`src/hdl/tic_regs.svh`:
```
// Register offsets, field positions and reset values of the timer irq block
`ifndef TIC_REGS_SVH
`define TIC_REGS_SVH
`define TIC_ADDR_CTL   8'h00
`define TIC_ADDR_CLR   8'h04
`define TIC_ADDR_STAT  8'h08
`define TIC_ADDR_MASK  8'h0C
`define TIC_ADDR_MODE  8'h10
`define TIC_PND_LSB    0
`define TIC_EN_LSB     4
`define TIC_CTL_RST    8'h00
`define TIC_SRC_RST    4'h0
`define TIC_RESP_OKAY  2'h0
`define TIC_RESP_SLV   2'h2
`endif

```
`src/hdl/tic_pkg.sv`:
```
// Types shared by the timer interrupt control block
package tic_pkg;
    typedef enum logic [1:0] {
        TIC_MODE_PWM,
        TIC_MODE_DUAL_CAP,
        TIC_MODE_DUAL_TMR,
        TIC_MODE_CAP_TMR
    } tic_mode_t;
    typedef logic [3:0]  tic_src_t;
    typedef logic [7:0]  tic_byte_t;
    typedef logic [15:0] tic_evt_t;
    typedef logic [1:0]  tic_resp_t;
endpackage

```
`src/hdl/tic_if.sv`:
```
// Register access strobes between the bus slave and the register file
`timescale 1ns/1ns
interface tic_if;
    logic      wr_en;
    logic      wr_hit;
    logic [7:0] wr_addr;
    logic [7:0] wr_data;
    logic      rd_en;
    logic      rd_hit;
    logic [7:0] rd_addr;
    logic [7:0] rd_data;
    modport slv (output wr_en, wr_addr, wr_data, rd_en, rd_addr,
                 input  wr_hit, rd_hit, rd_data);
    modport regs (input  wr_en, wr_addr, wr_data, rd_en, rd_addr,
                  output wr_hit, rd_hit, rd_data);
endinterface

```
`src/hdl/tic_axil_slave.sv`:
```
// AXI4-Lite slave front end for the timer interrupt registers
`timescale 1ns/1ns
`include "tic_regs.svh"
module tic_axil_slave (
    // Clock and reset
    input  wire logic              ref_clk_i,
    input  wire logic              rst_i,
    // Write address and data
    input  wire logic              s_awvalid_i,
    input  wire logic [7:0]        s_awaddr_i,
    output logic                   s_awready_o,
    input  wire logic              s_wvalid_i,
    input  wire logic [31:0]       s_wdata_i,
    input  wire logic [3:0]        s_wstrb_i,
    output logic                   s_wready_o,
    // Write response
    output logic                   s_bvalid_o,
    output tic_pkg::tic_resp_t     s_bresp_o,
    input  wire logic              s_bready_i,
    // Read
    input  wire logic              s_arvalid_i,
    input  wire logic [7:0]        s_araddr_i,
    output logic                   s_arready_o,
    output logic                   s_rvalid_o,
    output logic [31:0]            s_rdata_o,
    output tic_pkg::tic_resp_t     s_rresp_o,
    input  wire logic              s_rready_i,
    // Register side
    tic_if.slv                     bus
);
    import tic_pkg::*;

    logic       awready_reg, wready_reg, bvalid_reg;
    logic       arready_reg, rvalid_reg;
    logic [7:0] awaddr_reg, wdata_reg;
    logic       wlane_reg;
    tic_resp_t  bresp_reg, rresp_reg;
    logic [31:0] rdata_reg;
    wire        aw_fire = s_awvalid_i & awready_reg;
    wire        w_fire  = s_wvalid_i & wready_reg;
    wire        issue   = ~awready_reg & ~wready_reg & ~bvalid_reg;
    wire        ar_fire = s_arvalid_i & arready_reg;

    // Only byte lane 0 carries register bits
    assign bus.wr_en   = issue & wlane_reg;
    assign bus.wr_addr = awaddr_reg;
    assign bus.wr_data = wdata_reg;
    assign bus.rd_en   = ar_fire;
    assign bus.rd_addr = s_araddr_i;

    always_ff @(posedge ref_clk_i or posedge rst_i) begin
        if (rst_i) begin
            awready_reg <= 1'b1;
            wready_reg  <= 1'b1;
            bvalid_reg  <= 1'b0;
            awaddr_reg  <= 8'h00;
            wdata_reg   <= 8'h00;
            wlane_reg   <= 1'b0;
            bresp_reg   <= `TIC_RESP_OKAY;
        end else begin
            if (aw_fire) begin
                awready_reg <= 1'b0;
                awaddr_reg  <= s_awaddr_i;
            end
            if (w_fire) begin
                wready_reg <= 1'b0;
                wdata_reg  <= s_wdata_i[7:0];
                wlane_reg  <= s_wstrb_i[0];
            end
            if (issue) begin
                awready_reg <= 1'b1;
                wready_reg  <= 1'b1;
                bvalid_reg  <= 1'b1;
                bresp_reg   <= bus.wr_hit ? `TIC_RESP_OKAY : `TIC_RESP_SLV;
            end else if (bvalid_reg && s_bready_i) begin
                bvalid_reg <= 1'b0;
            end
        end
    end

    always_ff @(posedge ref_clk_i or posedge rst_i) begin
        if (rst_i) begin
            arready_reg <= 1'b1;
            rvalid_reg  <= 1'b0;
            rdata_reg   <= 32'h0000_0000;
            rresp_reg   <= `TIC_RESP_OKAY;
        end else if (ar_fire) begin
            arready_reg <= 1'b0;
            rvalid_reg  <= 1'b1;
            rdata_reg   <= {24'h000000, bus.rd_data};
            rresp_reg   <= bus.rd_hit ? `TIC_RESP_OKAY : `TIC_RESP_SLV;
        end else if (rvalid_reg && s_rready_i) begin
            arready_reg <= 1'b1;
            rvalid_reg  <= 1'b0;
        end
    end

    assign s_awready_o = awready_reg;
    assign s_wready_o  = wready_reg;
    assign s_bvalid_o  = bvalid_reg;
    assign s_bresp_o   = bresp_reg;
    assign s_arready_o = arready_reg;
    assign s_rvalid_o  = rvalid_reg;
    assign s_rdata_o   = rdata_reg;
    assign s_rresp_o   = rresp_reg;
endmodule // tic_axil_slave

```
`src/hdl/tic_ctrl.sv`:
```
// Timer interrupt pending and enable control with AXI4-Lite registers
//
// Design decisions made here: the AXI4-Lite interface to the registers and the register offsets.
`timescale 1ns/1ns
`include "tic_regs.svh"

// Notes on behaviour
// RULE1: One byte register holds enables and pendings
// RULE2: Reset clears the whole control register
// RULE3: Timer mode picks each source's set event
// RULE4: Pending set by hardware event or software one
// RULE5: Pending holds one until cleared
// RULE6: Writing zero to a pending changes nothing
// RULE7: Software clears pendings via clear register only
// RULE8: Enable bit gates each source's interrupt
// RULE9: Pendings in bits 0-3, enables in 4-7
module tic_ctrl (
    // Clock and reset
    input  wire logic              ref_clk_i,
    input  wire logic              rst_i,
    // AXI4-Lite write address and data
    input  wire logic              s_awvalid_i,
    input  wire logic [7:0]        s_awaddr_i,
    output logic                   s_awready_o,
    input  wire logic              s_wvalid_i,
    input  wire logic [31:0]       s_wdata_i,
    input  wire logic [3:0]        s_wstrb_i,
    output logic                   s_wready_o,
    // AXI4-Lite write response
    output logic                   s_bvalid_o,
    output tic_pkg::tic_resp_t     s_bresp_o,
    input  wire logic              s_bready_i,
    // AXI4-Lite read
    input  wire logic              s_arvalid_i,
    input  wire logic [7:0]        s_araddr_i,
    output logic                   s_arready_o,
    output logic                   s_rvalid_o,
    output logic [31:0]            s_rdata_o,
    output tic_pkg::tic_resp_t     s_rresp_o,
    input  wire logic              s_rready_i,
    // Timer trigger conditions, four sources per mode
    input  wire tic_pkg::tic_evt_t timer_evt_i,
    // Interrupt requests
    output logic                   timer_irq_o,
    output logic                   irq_o
);
    import tic_pkg::*;

    tic_if bus ();

    tic_axil_slave u_slave (
        .ref_clk_i   (ref_clk_i),
        .rst_i       (rst_i),
        .s_awvalid_i (s_awvalid_i),
        .s_awaddr_i  (s_awaddr_i),
        .s_awready_o (s_awready_o),
        .s_wvalid_i  (s_wvalid_i),
        .s_wdata_i   (s_wdata_i),
        .s_wstrb_i   (s_wstrb_i),
        .s_wready_o  (s_wready_o),
        .s_bvalid_o  (s_bvalid_o),
        .s_bresp_o   (s_bresp_o),
        .s_bready_i  (s_bready_i),
        .s_arvalid_i (s_arvalid_i),
        .s_araddr_i  (s_araddr_i),
        .s_arready_o (s_arready_o),
        .s_rvalid_o  (s_rvalid_o),
        .s_rdata_o   (s_rdata_o),
        .s_rresp_o   (s_rresp_o),
        .s_rready_i  (s_rready_i),
        .bus         (bus)
    );

    // Register state
    tic_src_t  pend_reg;
    tic_src_t  pend_next;
    tic_src_t  en_reg;
    tic_src_t  en_next;
    tic_src_t  stat_reg;
    tic_src_t  stat_next;
    tic_src_t  mask_reg;
    tic_src_t  mask_next;
    tic_mode_t mode_reg;
    tic_mode_t mode_next;
    logic      timer_irq_reg;
    logic      irq_reg;

    // Address decode, shared by both directions
    function automatic logic is_mapped(input logic [7:0] addr);
        is_mapped = (addr == `TIC_ADDR_CTL)  || (addr == `TIC_ADDR_CLR)
                 || (addr == `TIC_ADDR_STAT) || (addr == `TIC_ADDR_MASK)
                 || (addr == `TIC_ADDR_MODE);
    endfunction

    // Picks the four trigger conditions of the running mode
    function automatic tic_src_t sel_events(input tic_mode_t mode,
                                            input tic_evt_t  evt);
        case (mode)
            TIC_MODE_PWM:      sel_events = evt[3:0];
            TIC_MODE_DUAL_CAP: sel_events = evt[7:4];
            TIC_MODE_DUAL_TMR: sel_events = evt[11:8];
            default:           sel_events = evt[15:12];
        endcase
    endfunction

    assign bus.wr_hit = is_mapped(bus.wr_addr);
    assign bus.rd_hit = is_mapped(bus.rd_addr);

    // Write strobes per register
    wire wr_ctl  = bus.wr_en && (bus.wr_addr == `TIC_ADDR_CTL);
    wire wr_clr  = bus.wr_en && (bus.wr_addr == `TIC_ADDR_CLR);
    wire wr_stat = bus.wr_en && (bus.wr_addr == `TIC_ADDR_STAT);
    wire wr_mask = bus.wr_en && (bus.wr_addr == `TIC_ADDR_MASK);
    wire wr_mode = bus.wr_en && (bus.wr_addr == `TIC_ADDR_MODE);

    wire tic_src_t wr_pnd = bus.wr_data[`TIC_PND_LSB +: 4];
    wire tic_src_t wr_en4 = bus.wr_data[`TIC_EN_LSB +: 4];

    // Hardware trigger chosen by the timer mode
    wire tic_src_t hw_set = sel_events(mode_reg, timer_evt_i); // RULE3

    // Only ones written to the control register set a pending flag
    wire tic_src_t sw_set = wr_ctl ? wr_pnd : `TIC_SRC_RST; // RULE4 RULE6
    wire tic_src_t clr_vec = wr_clr ? wr_pnd : `TIC_SRC_RST; // RULE7

    // Set wins over a clear landing in the same cycle
    assign pend_next = (pend_reg & ~clr_vec) | hw_set | sw_set; // RULE4 RULE5
    assign en_next   = wr_ctl ? wr_en4 : en_reg; // RULE1 RULE9

    // Each occurrence of an enabled condition is an interrupt event
    wire tic_src_t occur = (hw_set | sw_set) & en_next; // RULE8
    wire tic_src_t stat_w1c = wr_stat ? wr_pnd : `TIC_SRC_RST;
    assign stat_next = (stat_reg & ~stat_w1c) | occur;
    assign mask_next = wr_mask ? wr_pnd : mask_reg;
    assign mode_next = wr_mode ? tic_mode_t'(bus.wr_data[1:0]) : mode_reg;

    wire timer_irq_next = |(pend_next & en_next); // RULE8
    wire irq_next       = |(stat_next & mask_next);

    // Read mux; reserved bits and the clear register read as zero
    wire tic_byte_t ctl_val = {en_reg, pend_reg}; // RULE9
    assign bus.rd_data =
        (bus.rd_addr == `TIC_ADDR_CTL)  ? ctl_val :
        (bus.rd_addr == `TIC_ADDR_STAT) ? {4'h0, stat_reg} :
        (bus.rd_addr == `TIC_ADDR_MASK) ? {4'h0, mask_reg} :
        (bus.rd_addr == `TIC_ADDR_MODE) ? {6'h00, mode_reg} :
        8'h00; // RULE1

    always_ff @(posedge ref_clk_i or posedge rst_i) begin
        if (rst_i) begin
            pend_reg <= `TIC_SRC_RST; // RULE2
            en_reg   <= `TIC_SRC_RST; // RULE2
        end else begin
            pend_reg <= pend_next;
            en_reg   <= en_next;
        end
    end

    always_ff @(posedge ref_clk_i or posedge rst_i) begin
        if (rst_i) begin
            stat_reg <= `TIC_SRC_RST;
            mask_reg <= `TIC_SRC_RST;
            mode_reg <= TIC_MODE_PWM;
        end else begin
            stat_reg <= stat_next;
            mask_reg <= mask_next;
            mode_reg <= mode_next;
        end
    end

    // Requests registered so outputs come straight from flops
    always_ff @(posedge ref_clk_i or posedge rst_i) begin
        if (rst_i) begin
            timer_irq_reg <= 1'b0;
            irq_reg       <= 1'b0;
        end else begin
            timer_irq_reg <= timer_irq_next;
            irq_reg       <= irq_next;
        end
    end

    assign timer_irq_o = timer_irq_reg;
    assign irq_o       = irq_reg;
endmodule // tic_ctrl

```
`config.mk`:
```
export PLATFORM = sky130hd
export DESIGN_NAME = tic_ctrl
export DESIGN_NICKNAME = d
export VERILOG_FILES = /design/src/hdl/tic_pkg.sv /design/src/hdl/tic_if.sv /design/src/hdl/tic_axil_slave.sv /design/src/hdl/tic_ctrl.sv
export VERILOG_INCLUDE_DIRS = /design/src /design/src/hdl
export SDC_FILE = /design/constraint.sdc
export NUM_CORES = 1
export LEC_CHECK = 0
export ABC_CLOCK_PERIOD_IN_PS = 2700
export BUFFER_PORTS_ARGS = -buffer_cell sky130_fd_sc_hd__buf_2
export CAP_MARGIN = 40
export CORE_MARGIN = 10
export CORE_UTILIZATION = 48
export CTS_CLUSTER_SIZE = 30
export DETAILED_ROUTE_END_ITERATION = 10
export PLACE_DENSITY = 0.85
export SLEW_MARGIN = 20
export SYNTH_ARGS = -nofsm -noshare
export SYNTH_HDL_FRONTEND = slang
export SYNTH_HIERARCHICAL = 1
export SYNTH_SLANG_ARGS = --single-unit
```
`constraint.sdc`:
```
create_clock -name ref_clk_i -period 2.7 [get_ports ref_clk_i]
set_input_delay 0.135 -clock ref_clk_i [delete_from_list [all_inputs] [get_ports ref_clk_i]]
set_output_delay 0.135 -clock ref_clk_i [all_outputs]
set_load 0.01 [all_outputs]
```
## After elaboration in Yosys (flattened, before gate mapping)

Cells that the tools add are included.

- Eq/ne operators: 10
- Mux-type cells: 22
- Bitwise logic cells: 20
- Reduce and logical (&&, ||, !) cells: 24

Operators by type and width:

| operator | count |
|---|---|
| 8-bit by 4-bit == test with 1-bit output, second input constant | 4 |
| 4-bit two-way mux | 7 |
| 4-bit AND | 5 |
| 8-bit by 3-bit == test with 1-bit output, second input constant | 2 |
| 8-bit by 5-bit == test with 1-bit output, second input constant | 2 |
| 8-bit zero test | 2 |
| 4-bit bitwise OR | 4 |
| 4-bit case mux with 3 select lines | 1 |
| 1-bit two-way mux | 10 |
| 1-bit logical OR | 8 |
| 8-bit two-way mux | 1 |
| 4-bit NOT | 2 |
| 2-bit nonzero test | 4 |
| 4-bit OR reduction | 2 |
| 1-bit logical AND | 7 |
| 1-bit AND | 6 |
| 2-bit two-way mux | 3 |
| 1-bit NOT | 3 |
| 2-bit by 1-bit == test with 1-bit output, second input constant | 1 |
| 2-bit == test, second input constant | 1 |
| 2-bit zero test | 1 |

- Register bits: 54
- Bits of input ports: 75
- Output and inout bits: 43
- Word-level logic and storage cells: 94

## Longest topological paths before layout

- Word-level depth: 12
- Gate-level depth with buffers: 8
- Depth with buffers taken out: 7

## Hierarchy

The synthesis kept the hierarchy.

By module, submodules not included:

| module | instances | cells an instance | area an instance (sq um) | sequential area each (sq um) |
|---|---|---|---|---|
| tic_axil_slave | 1 | 114 | 1,467.7 | 804.5 |
| tic_ctrl | 1 | 147 | 1,320.0 | 500.5 |

## Worst setup path after synthesis

OpenSTA, ideal clock, no wires.

- Path type: reg2reg
- Start: reg u_slave.bvalid_reg (netlist: u_slave/s_bvalid_o)
- End: reg stat_reg[0]
- Setup time: 0.127 ns
- Arrival time: 2.212 ns
- Data required time: 2.573 ns
- Path slack: 0.361 ns
- Stages on the path, launching flop included: 8
- Buffers on the path: 1
- Period minus slack after synthesis: 2.339 ns
- Cells stage by stage: dfrtp_1 > or3_4 > nor2_1 > or4b_1 > buf_2 > o31ai_1 > a22oi_1 > or2_2

- Cells in the longest elaborated chain, start to end: 8
- Elaborated cells on any way between the ends: 13
- Those cells by class: mux: 3; bitwise: 8; reduce/logical: 2

Ends and longest elaborated chain:

| what | RTL line | text |
|---|---|---|
| start, declared | tic_axil_slave.sv:33 | `logic awready_reg, wready_reg, bvalid_reg;` |
| start signal, assigned | tic_axil_slave.sv:55 | `bvalid_reg <= 1'b0;` |
| start signal, assigned | tic_axil_slave.sv:73 | `bvalid_reg <= 1'b1;` |
| start signal, assigned | tic_axil_slave.sv:76 | `bvalid_reg <= 1'b0;` |
| 1-bit NOT * | tic_axil_slave.sv:41 | `wire issue = ~awready_reg & ~wready_reg & ~bvalid_reg;` |
| 1-bit AND * | tic_axil_slave.sv:41 |  |
| 1-bit AND * | tic_axil_slave.sv:45 | `assign bus.wr_en = issue & wlane_reg;` |
| named net bus.wr_en | tic_if.sv:4 | `logic wr_en;` |
| 1-bit logical AND (on tied branches) | tic_ctrl.sv:110, tic_ctrl.sv:112 |  |
| 4-bit two-way mux (no source line) | -- |  |
| 4-bit bitwise OR / 4-bit NOT (equally long branches) | tic_ctrl.sv:131, tic_ctrl.sv:133 |  |
| 4-bit AND (on tied branches) | tic_ctrl.sv:131, tic_ctrl.sv:133 |  |
| 4-bit bitwise OR * | tic_ctrl.sv:133 | `assign stat_next = (stat_reg & ~stat_w1c) \| occur;` |
| named net stat_next[0] | tic_ctrl.sv:80 | `tic_src_t stat_next;` |
| end signal, assigned | tic_ctrl.sv:161 | `` stat_reg <= `TIC_SRC_RST; `` |
| end signal, assigned | tic_ctrl.sv:165 | `stat_reg <= stat_next;` |
| end, declared | tic_ctrl.sv:79 | `tic_src_t stat_reg;` |

Mark *: on every way through the listed nets, which the timed path passes. The rest lies on a longest branch.
A chain may end at the register's enable or synchronous reset.

## Worst setup path in the final report

- Start: reg u_slave.bvalid_reg (netlist: u_slave/s_bvalid_o)
- End: reg timer_irq_reg (netlist: timer_irq_o)

- Cells in the longest elaborated chain, start to end: 11
- Elaborated cells on any way between the ends: 14
- Those cells by class: mux: 3; bitwise: 8; reduce/logical: 3

Ends and longest elaborated chain:

| what | RTL line | text |
|---|---|---|
| 1-bit NOT * | tic_axil_slave.sv:41 |  |
| 1-bit AND * | tic_axil_slave.sv:41 |  |
| 1-bit AND * | tic_axil_slave.sv:45 |  |
| named net bus.wr_en | tic_if.sv:4 |  |
| 1-bit logical AND | tic_ctrl.sv:111 | `` wire wr_clr = bus.wr_en && (bus.wr_addr == `TIC_ADDR_CLR); `` |
| 4-bit two-way mux (no source line) | -- |  |
| 4-bit NOT | tic_ctrl.sv:127 | `assign pend_next = (pend_reg & ~clr_vec) \| hw_set \| sw_set;` |
| 4-bit AND | tic_ctrl.sv:127 |  |
| 4-bit bitwise OR | tic_ctrl.sv:127 |  |
| 4-bit bitwise OR * | tic_ctrl.sv:127 |  |
| named net pend_next[3] | tic_ctrl.sv:76 | `tic_src_t pend_next;` |
| 4-bit AND * | tic_ctrl.sv:137 | `wire timer_irq_next = \|(pend_next & en_next);` |
| 4-bit OR reduction * | tic_ctrl.sv:137 |  |
| named net timer_irq_next | tic_ctrl.sv:137 |  |
| end signal, assigned | tic_ctrl.sv:177 | `timer_irq_reg <= timer_irq_next;` |
| end, declared | tic_ctrl.sv:85 | `logic timer_irq_reg;` |

Marked as above.

==> run metrics <==
first-pass GRT wire length 9630 um; synthesized area 2780 sq um; vias in the first global route 2087; Placed Area 3030 sq um; clock sink count 52; Final Cycle Share 94.9%; HP Class input pin to flop; layout cell share with drive strength beyond 1 38.8%; post-layout min period 2560 ps; Slew Viols, Final 0; post-route ant nets 0; Peak VDD IR 0.624 mV; RSZ-0062 raised after global routing no; worst-margin pin slew 744 ps; Max Cap Violations 0; critical path endpoint category flop; critical path class flop to flop; final net count 399; chip height 96.2 um; die area 9250 sq um; worst-skew pair later-pin latency 310 ps; FMAX 0.390 GHz; CP startpoint kind flop; syn avg cell area 10.7 sq um; post-place setup slack 86.6 ps; H-tree depth 2; Final Worst Setup Slack 137 ps; setup_tns 0 ps; core area 5570 sq um; I/O pin count 118; Routability Congestion 0.907; reg-to-reg slack, setup 140 ps; Initial DRC Count 111; CTS buffer count 5; GRT overflow 0; pwr dens 763 nW/um^2; Vias 2043; WP data arrival 2750 ps; CTS root buf clkbuf_8; DRC 0; final setup vio count 0; layout filler cell count 511; Area Growth Syn to Fin 14.7%; CTS tree built; post-route cell area 3190 sq um; CTS Buffer Depth 2; commonest non-fill, non-tap cell in the layout buf_2; detailed-router iteration count before antenna repair 4; largest net degree at the start of global routing 21; Tot GR Track Use 13.0%; fin util 57.3%; worst clock skew 9.98 ps; Vias/cell 5.15; n_diodes 0; row cnt 27; initial antenna violation count 0; Required @ worst endpoint 2890 ps; P_leak 1.55 nW; clock slew at reported path FFs 90 ps; number of port buffers 64; starting density of the core 49.9%; Fin. Hold Viols 0; routed wire length 6220 um; yosys warns 6; Min Hold Slack 32.3 ps; DP Wirelength 5040 um; commonest non-fill, non-tap cells in the layout 64 x buf_2, 49 x dfrtp_1, 34 x mux2_2; max_slew headroom 50.3%; Die W 96.2 um; CP Max Fanout 8; outcome finished clean; Cells after Synth 260; drt wl/cell 15.7 um
## what timing repair did
action	4_1_cts	5_1_grt
setup buffers	0	0
gates resized for setup	0	4
hold endpoints to repair	40	0
hold buffers	4	0
setup endpoints to repair	0	7
## per-stage QoR
stage                     std cells  power, mW
after detailed placement        385       1.91
after floorplan                 285       1.71
final                           397       2.44
after global placement          385       1.88
after CTS                       397       2.44
after global routing            397       2.59
## routing by layer
layer / wire (um) / GRT usage, %
met1: 2360 / 14.6
met2: 3010 / 22.5
met3: 763 / 4.75
met4: 82 / 3.81
met5: 0 / 0
## worst max-delay path: stages, from the launching register on
cell	delay [ps]
dfrtp_1	410
or3_4	420
nor2_1	200
or4b_4	570
o41ai_1	360
nand3_1	150
a22oi_1	210
o211ai_1	120
## area by class of cell
type                       count  area, sq um  area share (%)
timing repair buffer          70          375            11.8
clock inverter                 2         35.0            1.10
multi-input combinational    177         1250            39.1
clock buffer                   6         72.6            2.27
inverter                      18         67.6            2.12
tap                           72         90.1            2.82
sequential                    52         1310            40.9
## path summary, 6_finish.rpt
check,start,depth (start not counted),endpoint
worst min-delay path,s_rready_i,2,u_slave/s_rvalid_o
min in group asynchronous,rst_i,3,u_slave/bus.wr_addr[1]
worst max-delay path,u_slave/s_bvalid_o,7,timer_irq_o
max in group asynchronous,rst_i,4,u_slave/s_awready_o
worst min register to register,u_slave/s_rdata_o[0],1,u_slave/s_rdata_o[0]
worst max register to register,u_slave/s_bvalid_o,7,timer_irq_o
## where the power goes
group | switching, mW | internal (mW)
sequential | 0.221 | 1.00
combinational | 0.356 | 0.335
clock | 0.248 | 0.275
total | 0.825 | 1.61
(Power assumes the default switching activity.)
